===== src/tcmc_pkg.sv =====
package tcmc_pkg;
    timeunit 1ns;
    timeprecision 100ps;

    // ----------------------------------------
    // Register map (byte addresses)
    // ----------------------------------------
    localparam logic [7:0] TCMC_OFS_CH12 = 8'h18; // Channel 1/2 control
    localparam logic [7:0] TCMC_OFS_CH34 = 8'h1c; // Channel 3/4 control
    localparam logic [7:0] TCMC_OFS_ENA = 8'h20; // Channel enables
    localparam logic [7:0] TCMC_OFS_TRG = 8'h24; // Trigger source select
    localparam logic [7:0] TCMC_OFS_STAT = 8'h28; // Read-only status

    // ----------------------------------------
    // Reset values and field positions
    // ----------------------------------------
    localparam logic [15:0] TCMC_CTRL_RST = 16'h0000;
    localparam logic [2:0] TCMC_TRG_RST = 3'h0;
    localparam int TCMC_ENA_STRIDE = 4; // Enable bit every 4th bit
    localparam int TCMC_TRG_EXT_BIT = 2; // Set: external trigger input
    localparam int TCMC_SEL_LSB = 0; // Direction/source select
    localparam int TCMC_PSC_LSB = 2; // Capture divider
    localparam int TCMC_FLT_LSB = 4; // Input filter code
    localparam int TCMC_FAST_BIT = 2; // Compare quick response
    localparam int TCMC_PRE_BIT = 3; // Compare shadow enable
    localparam int TCMC_MODE_LSB = 4; // Compare behaviour
    localparam int TCMC_CLR_BIT = 7; // Compare clear on external

    // ----------------------------------------
    // Direction select codes
    // ----------------------------------------
    localparam logic [1:0] TCMC_SEL_OUT = 2'h0;
    localparam logic [1:0] TCMC_SEL_OWN = 2'h1;
    localparam logic [1:0] TCMC_SEL_NBR = 2'h2;
    localparam logic [1:0] TCMC_SEL_TRG = 2'h3;

    // Sample rate: index n samples once per 2**n clocks
    localparam int TCMC_DIV_W = 5;

    // Output compare controls of one channel
    typedef struct packed {
        logic clear_on_ext;
        logic [2:0] compare_behaviour;
        logic shadow_on;
        logic quick_response;
    } tcmc_oc_t;

    // Filter setting: rate index and event count
    typedef struct packed {
        logic bypass;
        logic [2:0] rate;
        logic [3:0] events;
    } tcmc_flt_t;

endpackage : tcmc_pkg


===== src/tcmc_timer_channel.sv =====
// Notes on behaviour
// - Codes 0100-0111: half/quarter rate, 6/8 events
// - Codes 1100-1111: /16 N8, /32 N5,6,8
// - Divider captures every 1,2,4,8 events
// - Divider counter cleared while channel disabled
// - Select: output, own, neighbour, trigger input
// - Trigger capture only with internal trigger
// - Select field writable only while disabled
// - Byte means compare or capture per direction
// - Ch4 compare fields at 15,14:12,11,10,9:8
// - Ch3 compare fields at 7,6:4,3,2,1:0
// - Ch4 capture fields 15:12, 11:10, 9:8
// - Ch3 capture fields 7:4, 3:2, 1:0
// - Ch1 capture fields 7:4, 3:2, 1:0
// - Ch2 divider 11:10, select 9:8
// - Filter flips after N equal new samples
// - 0000 bypass, 0001 N2, 1000 /8 N6
module tcmc_timer_channel
    import tcmc_pkg::*;
#(
    parameter int NCH = 4
) (
    input wire logic core_clk,
    input wire logic resetn,
    input wire logic [7:0] avs_address,
    input wire logic avs_read,
    input wire logic avs_write,
    input wire logic [31:0] avs_writedata,
    input wire logic [3:0] avs_byteenable,
    output logic [31:0] avs_readdata,
    output logic avs_waitrequest,
    input wire logic [NCH-1:0] timer_input,
    input wire logic internal_trigger_source,
    output tcmc_oc_t [NCH-1:0] oc_config,
    output logic [NCH-1:0] channel_is_input,
    output logic [NCH-1:0] capture_pulse,
    output logic [NCH-1:0] filtered_level
);
    timeunit 1ns;
    timeprecision 100ps;

    // ----------------------------------------
    // Filter table
    // ----------------------------------------
    // Maps a four bit code to bypass, rate index and event count.
    // Rate index n means one sample every 2**n kernel clocks.
    // The sampling clock equals the kernel clock in this block,
    // so there is no extra dead-time division.
    // Codes 1010 and 1011 reuse the sixteenth rate, with five and
    // six events, to keep the table monotonic in its filter length.
    function automatic tcmc_flt_t flt_decode(input logic [3:0] code);
        tcmc_flt_t f;
        f = '{bypass: 1'b0, rate: 3'h0, events: 4'h8};
        unique case (code)
            4'h0: f.bypass = 1'b1;
            4'h1: f.events = 4'h2;
            4'h2: f.events = 4'h4;
            4'h3: f.events = 4'h8;
            4'h4: f = '{1'b0, 3'h1, 4'h6};
            4'h5: f = '{1'b0, 3'h1, 4'h8};
            4'h6: f = '{1'b0, 3'h2, 4'h6};
            4'h7: f = '{1'b0, 3'h2, 4'h8};
            4'h8: f = '{1'b0, 3'h3, 4'h6};
            4'h9: f = '{1'b0, 3'h3, 4'h8};
            4'ha: f = '{1'b0, 3'h4, 4'h5};
            4'hb: f = '{1'b0, 3'h4, 4'h6};
            4'hc: f = '{1'b0, 3'h4, 4'h8};
            4'hd: f = '{1'b0, 3'h5, 4'h5};
            4'he: f = '{1'b0, 3'h5, 4'h6};
            4'hf: f = '{1'b0, 3'h5, 4'h8};
        endcase
        return f;
    endfunction : flt_decode

    // ----------------------------------------
    // Register bus
    // ----------------------------------------
    // One wait state on every access keeps the read path registered:
    // the first cycle loads read data, the second hands it over.
    // Writes land in the second cycle only, so a master that drops
    // its request early changes nothing.
    logic ack_reg; // Second cycle of an access
    logic [31:0] rdata_reg; // Read data held for the master
    logic [15:0] ctrl_reg [2]; // Channel 1/2 and 3/4 control
    logic [15:0] ctrl_next [2];
    logic [NCH-1:0] ena_reg; // Channel enables
    logic [2:0] trg_reg; // Trigger source select
    logic [31:0] rd_mux; // Read selection
    wire hit_ch12 = avs_address == TCMC_OFS_CH12;
    wire hit_ch34 = avs_address == TCMC_OFS_CH34;
    wire hit_ena = avs_address == TCMC_OFS_ENA;
    wire hit_trg = avs_address == TCMC_OFS_TRG;
    wire hit_stat = avs_address == TCMC_OFS_STAT;
    // A write lands on the edge where waitrequest is low
    wire wr_go = avs_write & ack_reg;
    wire [15:0] wr_mask = {{8{avs_byteenable[1]}}, {8{avs_byteenable[0]}}};

    // Every access waits exactly one cycle
    // Back to back is fine: ack_reg falls on the accepting edge
    assign avs_waitrequest = (avs_read | avs_write) & ~ack_reg;
    assign avs_readdata = rdata_reg;

    // Enable bits sit at 0, 4, 8, 12
    logic [15:0] ena_word;
    logic [NCH-1:0] ena_wr;
    always_comb begin
        ena_word = 16'h0000;
        for (int c = 0; c < NCH; c++) begin
            ena_word[c*TCMC_ENA_STRIDE] = ena_reg[c];
            ena_wr[c] = avs_writedata[c*TCMC_ENA_STRIDE];
        end
    end

    // Unmapped addresses read as zero
    // Status word: directions in the high nibble, levels in the low
    assign rd_mux = hit_ch12 ? {16'h0000, ctrl_reg[0]} :
                    hit_ch34 ? {16'h0000, ctrl_reg[1]} :
                    hit_ena ? {16'h0000, ena_word} :
                    hit_trg ? {29'h0, trg_reg} :
                    hit_stat ? {24'h0, channel_is_input, filtered_level} :
                    32'h0;

    // Control write merge with lane and direction locks
    // A locked select field keeps its value while the other bits of
    // the same byte still take the write, so software may retune the
    // filter of a running channel without stopping it.
    always_comb begin
        for (int r = 0; r < 2; r++) begin
            ctrl_next[r] = ctrl_reg[r];
            if (wr_go && (r == 0 ? hit_ch12 : hit_ch34)) begin
                ctrl_next[r] = (ctrl_reg[r] & ~wr_mask) |
                               (avs_writedata[15:0] & wr_mask);
                // Keep the select field of an enabled channel
                for (int h = 0; h < 2; h++) begin
                    if (ena_reg[2*r+h]) begin
                        ctrl_next[r][8*h +: 2] = ctrl_reg[r][8*h +: 2];
                    end
                end
            end
        end
    end

    // Bus state and register storage
    // Lanes 2 and 3 carry nothing and are ignored
    // Status is read only: a write to it falls through
    always_ff @(posedge core_clk) begin
        if (!resetn) begin
            ack_reg <= 1'b0;
            rdata_reg <= 32'h0;
            ctrl_reg[0] <= TCMC_CTRL_RST;
            ctrl_reg[1] <= TCMC_CTRL_RST;
            ena_reg <= '0;
            trg_reg <= TCMC_TRG_RST;
        end else begin
            ack_reg <= (avs_read | avs_write) & ~ack_reg;
            if (avs_read && !ack_reg) begin
                rdata_reg <= rd_mux;
            end
            ctrl_reg[0] <= ctrl_next[0];
            ctrl_reg[1] <= ctrl_next[1];
            if (wr_go && hit_ena && avs_byteenable[0]) begin
                ena_reg[1:0] <= ena_wr[1:0];
            end
            if (wr_go && hit_ena && avs_byteenable[1]) begin
                ena_reg[NCH-1:2] <= ena_wr[NCH-1:2];
            end
            if (wr_go && hit_trg && avs_byteenable[0]) begin
                trg_reg <= avs_writedata[2:0];
            end
        end
    end

    // ----------------------------------------
    // Input synchroniser and sample clock
    // ----------------------------------------
    // Pins are asynchronous: two flops before any filter reads them.
    // The divider is never cleared by software, so the phase of the
    // slow sample strobes is fixed only by reset; a filter change can
    // land anywhere inside a sample period.
    logic [NCH-1:0] meta_reg; // First stage, read only by sync_reg
    logic [NCH-1:0] sync_reg; // Safe copy of the pins
    logic [TCMC_DIV_W-1:0] div_reg; // Free running sample divider
    logic [5:0] tick; // Sample strobes per rate index
    always_ff @(posedge core_clk) begin
        if (!resetn) begin
            meta_reg <= '0;
            sync_reg <= '0;
            div_reg <= '0;
        end else begin
            meta_reg <= timer_input;
            sync_reg <= meta_reg;
            div_reg <= div_reg + 1'b1;
        end
    end
    // Rate n strobes once every 2**n clocks
    // Index 0 is every clock, index 5 every 32 clocks
    assign tick = {&div_reg[4:0], &div_reg[3:0], &div_reg[2:0],
                   &div_reg[1:0], div_reg[0], 1'b1};

    // Trigger capture needs an internal trigger selection
    // Select bit 2 set means an external trigger input
    wire trg_ok = ~trg_reg[TCMC_TRG_EXT_BIT];

    // ----------------------------------------
    // Per channel logic
    // ----------------------------------------
    genvar c;
    generate
        for (c = 0; c < NCH; c++) begin : g_ch
            // Each channel owns one byte of a control register:
            // channels 1 and 3 the low byte, 2 and 4 the high byte.
            // The filter runs in both directions, so an output channel
            // can still feed its paired input channel.
            // Byte of this channel in its control register
            wire [7:0] cfg = ctrl_reg[c/2][8*(c%2) +: 8];
            wire [1:0] sel = cfg[TCMC_SEL_LSB +: 2];
            wire [1:0] psc = cfg[TCMC_PSC_LSB +: 2];
            wire tcmc_flt_t flt = flt_decode(cfg[TCMC_FLT_LSB +: 4]);
            wire is_in = sel != TCMC_SEL_OUT;
            logic [2:0] run_reg; // Consecutive new-level samples
            logic lvl_reg; // Filtered level
            logic src_prev_reg; // Previous selected source
            logic [2:0] evt_reg; // Capture divider counter
            logic pulse_reg; // Registered capture strobe
            logic src; // Selected capture source
            logic edge_seen; // Rising edge on the source
            logic [2:0] evt_last; // Event count that fires a capture

            // Compare fields only mean something in output mode
            assign oc_config[c] = is_in ? '0 : tcmc_oc_t'{
                clear_on_ext: cfg[TCMC_CLR_BIT],
                compare_behaviour: cfg[TCMC_MODE_LSB +: 3],
                shadow_on: cfg[TCMC_PRE_BIT],
                quick_response: cfg[TCMC_FAST_BIT]};
            assign channel_is_input[c] = is_in;
            assign capture_pulse[c] = pulse_reg;
            assign filtered_level[c] = lvl_reg;

            // Own input, pair neighbour, or trigger
            assign src = (sel == TCMC_SEL_OWN) ? lvl_reg :
                         (sel == TCMC_SEL_NBR) ?
                             filtered_level[c ^ 1] :
                         (sel == TCMC_SEL_TRG) ?
                             internal_trigger_source & trg_ok :
                         1'b0;
            // Previous source resets to 0, its idle level: no false edge
            assign edge_seen = is_in & src & ~src_prev_reg;
            // 1, 2, 4 or 8 events per capture
            assign evt_last = 3'((4'h1 << psc) - 4'h1);

            // Filter: flip only after N matching samples
            // A sample equal to the level restarts the count, so only
            // an unbroken run of N new-level samples moves the output.
            always_ff @(posedge core_clk) begin
                if (!resetn) begin
                    run_reg <= '0;
                    lvl_reg <= 1'b0;
                end else if (flt.bypass) begin
                    run_reg <= '0;
                    lvl_reg <= sync_reg[c];
                end else if (tick[flt.rate]) begin
                    if (sync_reg[c] == lvl_reg) begin
                        run_reg <= '0; // Glitch restarts the count
                    end else if ({1'b0, run_reg} == flt.events - 4'h1) begin
                        run_reg <= '0;
                        lvl_reg <= sync_reg[c];
                    end else begin
                        run_reg <= run_reg + 3'h1;
                    end
                end
            end

            // Capture divider and strobe
            // Only rising edges count; polarity lives elsewhere.
            // Clearing the counter while disabled means every restart
            // begins a fresh divide sequence.
            always_ff @(posedge core_clk) begin
                if (!resetn) begin
                    src_prev_reg <= 1'b0;
                    evt_reg <= '0;
                    pulse_reg <= 1'b0;
                end else begin
                    src_prev_reg <= src;
                    pulse_reg <= 1'b0;
                    if (!ena_reg[c]) begin
                        evt_reg <= '0;
                    end else if (edge_seen) begin
                        if (evt_reg >= evt_last) begin
                            evt_reg <= '0;
                            pulse_reg <= 1'b1;
                        end else begin
                            evt_reg <= evt_reg + 3'h1;
                        end
                    end
                end
            end
        end
    endgenerate

endmodule : tcmc_timer_channel


===== config.mk =====
export PLATFORM = sky130hd
export DESIGN_NAME = tcmc_timer_channel
export DESIGN_NICKNAME = d
export VERILOG_FILES = /design/src/tcmc_pkg.sv /design/src/tcmc_timer_channel.sv
export SDC_FILE = /design/constraint.sdc
export NUM_CORES = 1
export LEC_CHECK = 0
export ABC_CLOCK_PERIOD_IN_PS = 2450
export BUFFER_PORTS_ARGS = -buffer_cell sky130_fd_sc_hd__buf_4
export CAP_MARGIN = 10
export CELL_PAD_IN_SITES_DETAIL_PLACEMENT = 0
export CELL_PAD_IN_SITES_GLOBAL_PLACEMENT = 2
export CORE_MARGIN = 3
export CORE_UTILIZATION = 30
export CTS_CLUSTER_DIAMETER = 60
export DETAILED_ROUTE_END_ITERATION = 8
export PLACE_DENSITY_LB_ADDON = 0.1
export SETUP_SLACK_MARGIN = 0.4
export SLEW_MARGIN = 25
export SYNTH_ARGS = -nofsm -noshare
export SYNTH_HDL_FRONTEND = slang
export SYNTH_SLANG_ARGS = --single-unit

===== constraint.sdc =====
create_clock -name core_clk -period 2.45 [get_ports core_clk]
set_clock_uncertainty 0.05 [all_clocks]
set_input_delay 0.3675 -clock core_clk [delete_from_list [all_inputs] [get_ports core_clk]]
set_output_delay 0.3675 -clock core_clk [all_outputs]
set_load 0.01 [all_outputs]

==> metrics.csv <==
stage;metric;value;unit
detailed_routing;vias post-DR;5687;
worst_setup_path;Critical Path Start Type;flop;
yosys;register area share after synthesis;33.3;%
placed_design;placed instance area;0.00743;mm2
yosys;Cell Area, Synth;0.00631;mm2
final_layout;area delta synth->final;31.9;%
clock_tree;TritonCTS Buffers;9;
detailed_routing;Routed WL;19.2;mm
sta;minimum clock period;2440;ps
final_layout;share of cells above drive strength 1;30.4;%
yosys;#FFs+latches synth;105;
power;Peak VDD IR;291;uV
sta;Worst Tran Pin Value;562;ps
global_routing;GRT Total Usage;16.9;%
die;I/O pin count;122;
placed_design;IO Port Bufs;87;
global_routing;largest net degree at the start of global routing;48;
die;Die Y;151;um
detailed_routing;remaining antenna violation count after routing;0;
clock_tree;Clk Latency, worst-skew pair;360;ps
final_layout;Layout Nets;944;
placed_design;Post-DP HPWL;14.4;mm
power;leak pwr;3.33;nW
clock_tree;TritonCTS clock tree;yes;
detailed_routing;Initial DRC Count;275;
worst_setup_path;crit path capture type;flop;
sta;final hold slack;163;ps
yosys;top-count cell post-synth;dfxtp_1;
die;Core Rows;52;
placed_design;pre-CTS setup slack;-20.9;ps
sta;final hold vios;0;
detailed_routing;post-DR vias/cell;5.00;
worst_setup_path;Worst EP arrival;2690;ps
sta;Max Fclk;410;MHz
yosys;top-area cell type share of the netlist area;33.3;%
sta;Setup violations, final;0;
worst_setup_path;critical path class;reg2reg;
yosys;ranking of synthesized cells by area;dfxtp_1, mux2i_1, nor2b_1;
detailed_routing;Remaining DRCs;0;
clock_tree;maximum buffer depth of the clock tree;2;
yosys;top cells by count, synth;dfxtp_1, nand2_1, nor2b_1, nor2_1, mux2i_1;
yosys;Synth Area per Inst;8.40;um2
die;Starting Density;30.9;%
clock_tree;CTS Sinks;105;
sta;share of the clock period used by the worst path;99.5;%
final_layout;post-route cell area;0.00832;mm2
yosys;Post-Synthesis Cells;751;
sta;RSZ-0062 raised after global routing;yes;
sta;normalized max-slew margin;62.4;%
worst_setup_path;crit path max fanout;6;
die;die area;0.0228;mm2
flow_run;Max Cap Viol;0;
yosys;Yosys top cell by area;dfxtp_1;
yosys;number of flops mapped to enable cells by yosys;0;
detailed_routing;drt first pass iters;4;
power;Pwr Density;411;mW/mm2
sta;final worst setup slack;12.7;ps
clock_tree;H-tree levels;3;
clock_tree;# hold bufs at CTS;0;
yosys;Most used DFF post-synth;dfxtp_1;
detailed_routing;Routed WL per cell;16.9;um
yosys;Yosys cell types;61;
final_layout;n_diodes;0;
global_routing;gr ovfl total;0;
run_status;status;finished clean;
hold_path;worst hold path type;in2reg;
global_routing;first-pass GRT wire length;30.0;mm
yosys;Yosys warning count;0;
die;die width;151;um
global_routing;vias in the first global route;5441;
die;core area;0.0204;mm2
yosys;async set or reset register ratio after synthesis;0;%
clock_tree;Reg clk slew, reported paths;80;ps
sta;Slew Limit Fails;0;
worst_setup_path;Critical Path RT;2700;ps
placed_design;Routability Congestion;0.837;
clock_tree;root cell of the clock tree;clkbuf_16;
global_routing;antenna violations before repair;0;
cells by family (layout without fill, tap and decap cells):
kind of cell	count (synthesis)	count (layout)	synth area share [%]
DFF	105	105	33.3
other	1	16	0.0595
buffers and inverters	87	189	7.00
AOI/OAI and AO/OA	151	151	15.7
muxes	50	50	8.04
adders and majority gates	27	27	5.36
xor gates and xnor gates	23	23	3.19
and+or+nand+nor	307	307	27.3
per-layer routing:
layer	track usage, %	routed length (um)
met5	0	0
met4	4.26	198
met3	2.42	863
met2	27.2	8770
met1	23.8	9360
per-stage QoR:
stage          power, W  std cells  utilization (%)  TNS [ps]
3_5_place_dp    0.00198       1104             36.4     -32.7
4_1_cts         0.00347       1129             39.3         0
2_1_floorplan   0.00190        766                -         0
3_3_place_gp    0.00198       1104             36.4         0
6_report        0.00342       1138             40.7         0
5_1_grt         0.00356       1138             40.7      -273
power breakdown:
| part | total [W] | leakage, nW | switching [W] | internal [W] |
|---|---|---|---|---|
| Sequential | 0.00172 | 0.859 | 0.0000137 | 0.00171 |
| Clock | 0.00148 | 0.139 | 0.000686 | 0.000789 |
| Combinational | 0.000223 | 2.33 | 0.000123 | 0.000101 |
cell usage in the layout (no fill, tap or decap), types with 5 or more instances in the layout:
master | Yosys | final
buf_4 | 28 | 148
dfxtp_1 | 105 | 89
nor2b_1 | 59 | 59
nand2_1 | 59 | 57
nor2_1 | 54 | 48
mux2i_1 | 45 | 45
and2_1 | 35 | 35
o21ai_0 | 37 | 31
a21oi_1 | 30 | 24
ha_1 | 27 | 21
inv_1 | 19 | 16
a22oi_1 | 16 | 16
conb_1 | 1 | 16
nand2b_1 | 14 | 12
a21boi_0 | 12 | 12
nand3_1 | 15 | 11
or3_1 | 11 | 11
dfxtp_4 | 0 | 11
xnor2_1 | 13 | 9
clkbuf_16 | 0 | 9
o2111ai_1 | 8 | 8
xor2_1 | 10 | 8
nor2_2 | 0 | 6
o21ai_1 | 2 | 6
nand3b_1 | 6 | 6
buf_6 | 0 | 6
a31oi_1 | 8 | 5
mux2_2 | 5 | 5
dfxtp_2 | 0 | 5
timing repair:
action                                  in CTS  in global routing
pin swaps                                   21                 34
gates resized for setup                     52                 52
buffers inserted                            10                  9
endpoints found under the setup margin      20                 41
critical path, stage by stage (launching register included):
cell and delay [ps]:
dfxtp_4 370, nand2b_4 140, a31oi_1 160, nor2_1 60, a31oi_1 170, ha_2 220
xor2_2 170, a31oi_2 60, a32oi_2 290, o21ai_2 120, or4b_1 490, nand3_1 90
area by class of cell:
cell class | count | area (um2)
Tap cell | 270 | 338
Inverter | 19 | 71.3
Clock buffer | 10 | 229
Multi-Input combinational cell | 574 | 4280
Fill cell | 2096 | 12100
Clock inverter | 5 | 56.3
Sequential cell | 105 | 2150
Timing Repair Buffer | 155 | 1200
worst paths after layout:
path	slack (ps)	cells after the start	to	startpoint
max	10	11	g_ch[3].run_reg[2]$_SDFFE_PP0N_	flop
max reg2reg	10	11	g_ch[3].run_reg[2]$_SDFFE_PP0N_	flop
min	160	2	meta_reg[1]$_SDFF_PN0_	timer_input[1]
min reg2reg	380	1	sync_reg[2]$_SDFF_PN0_	meta_reg[2]$_SDFF_PN0_
No activity file was read; power rests on OpenSTA's default activity.
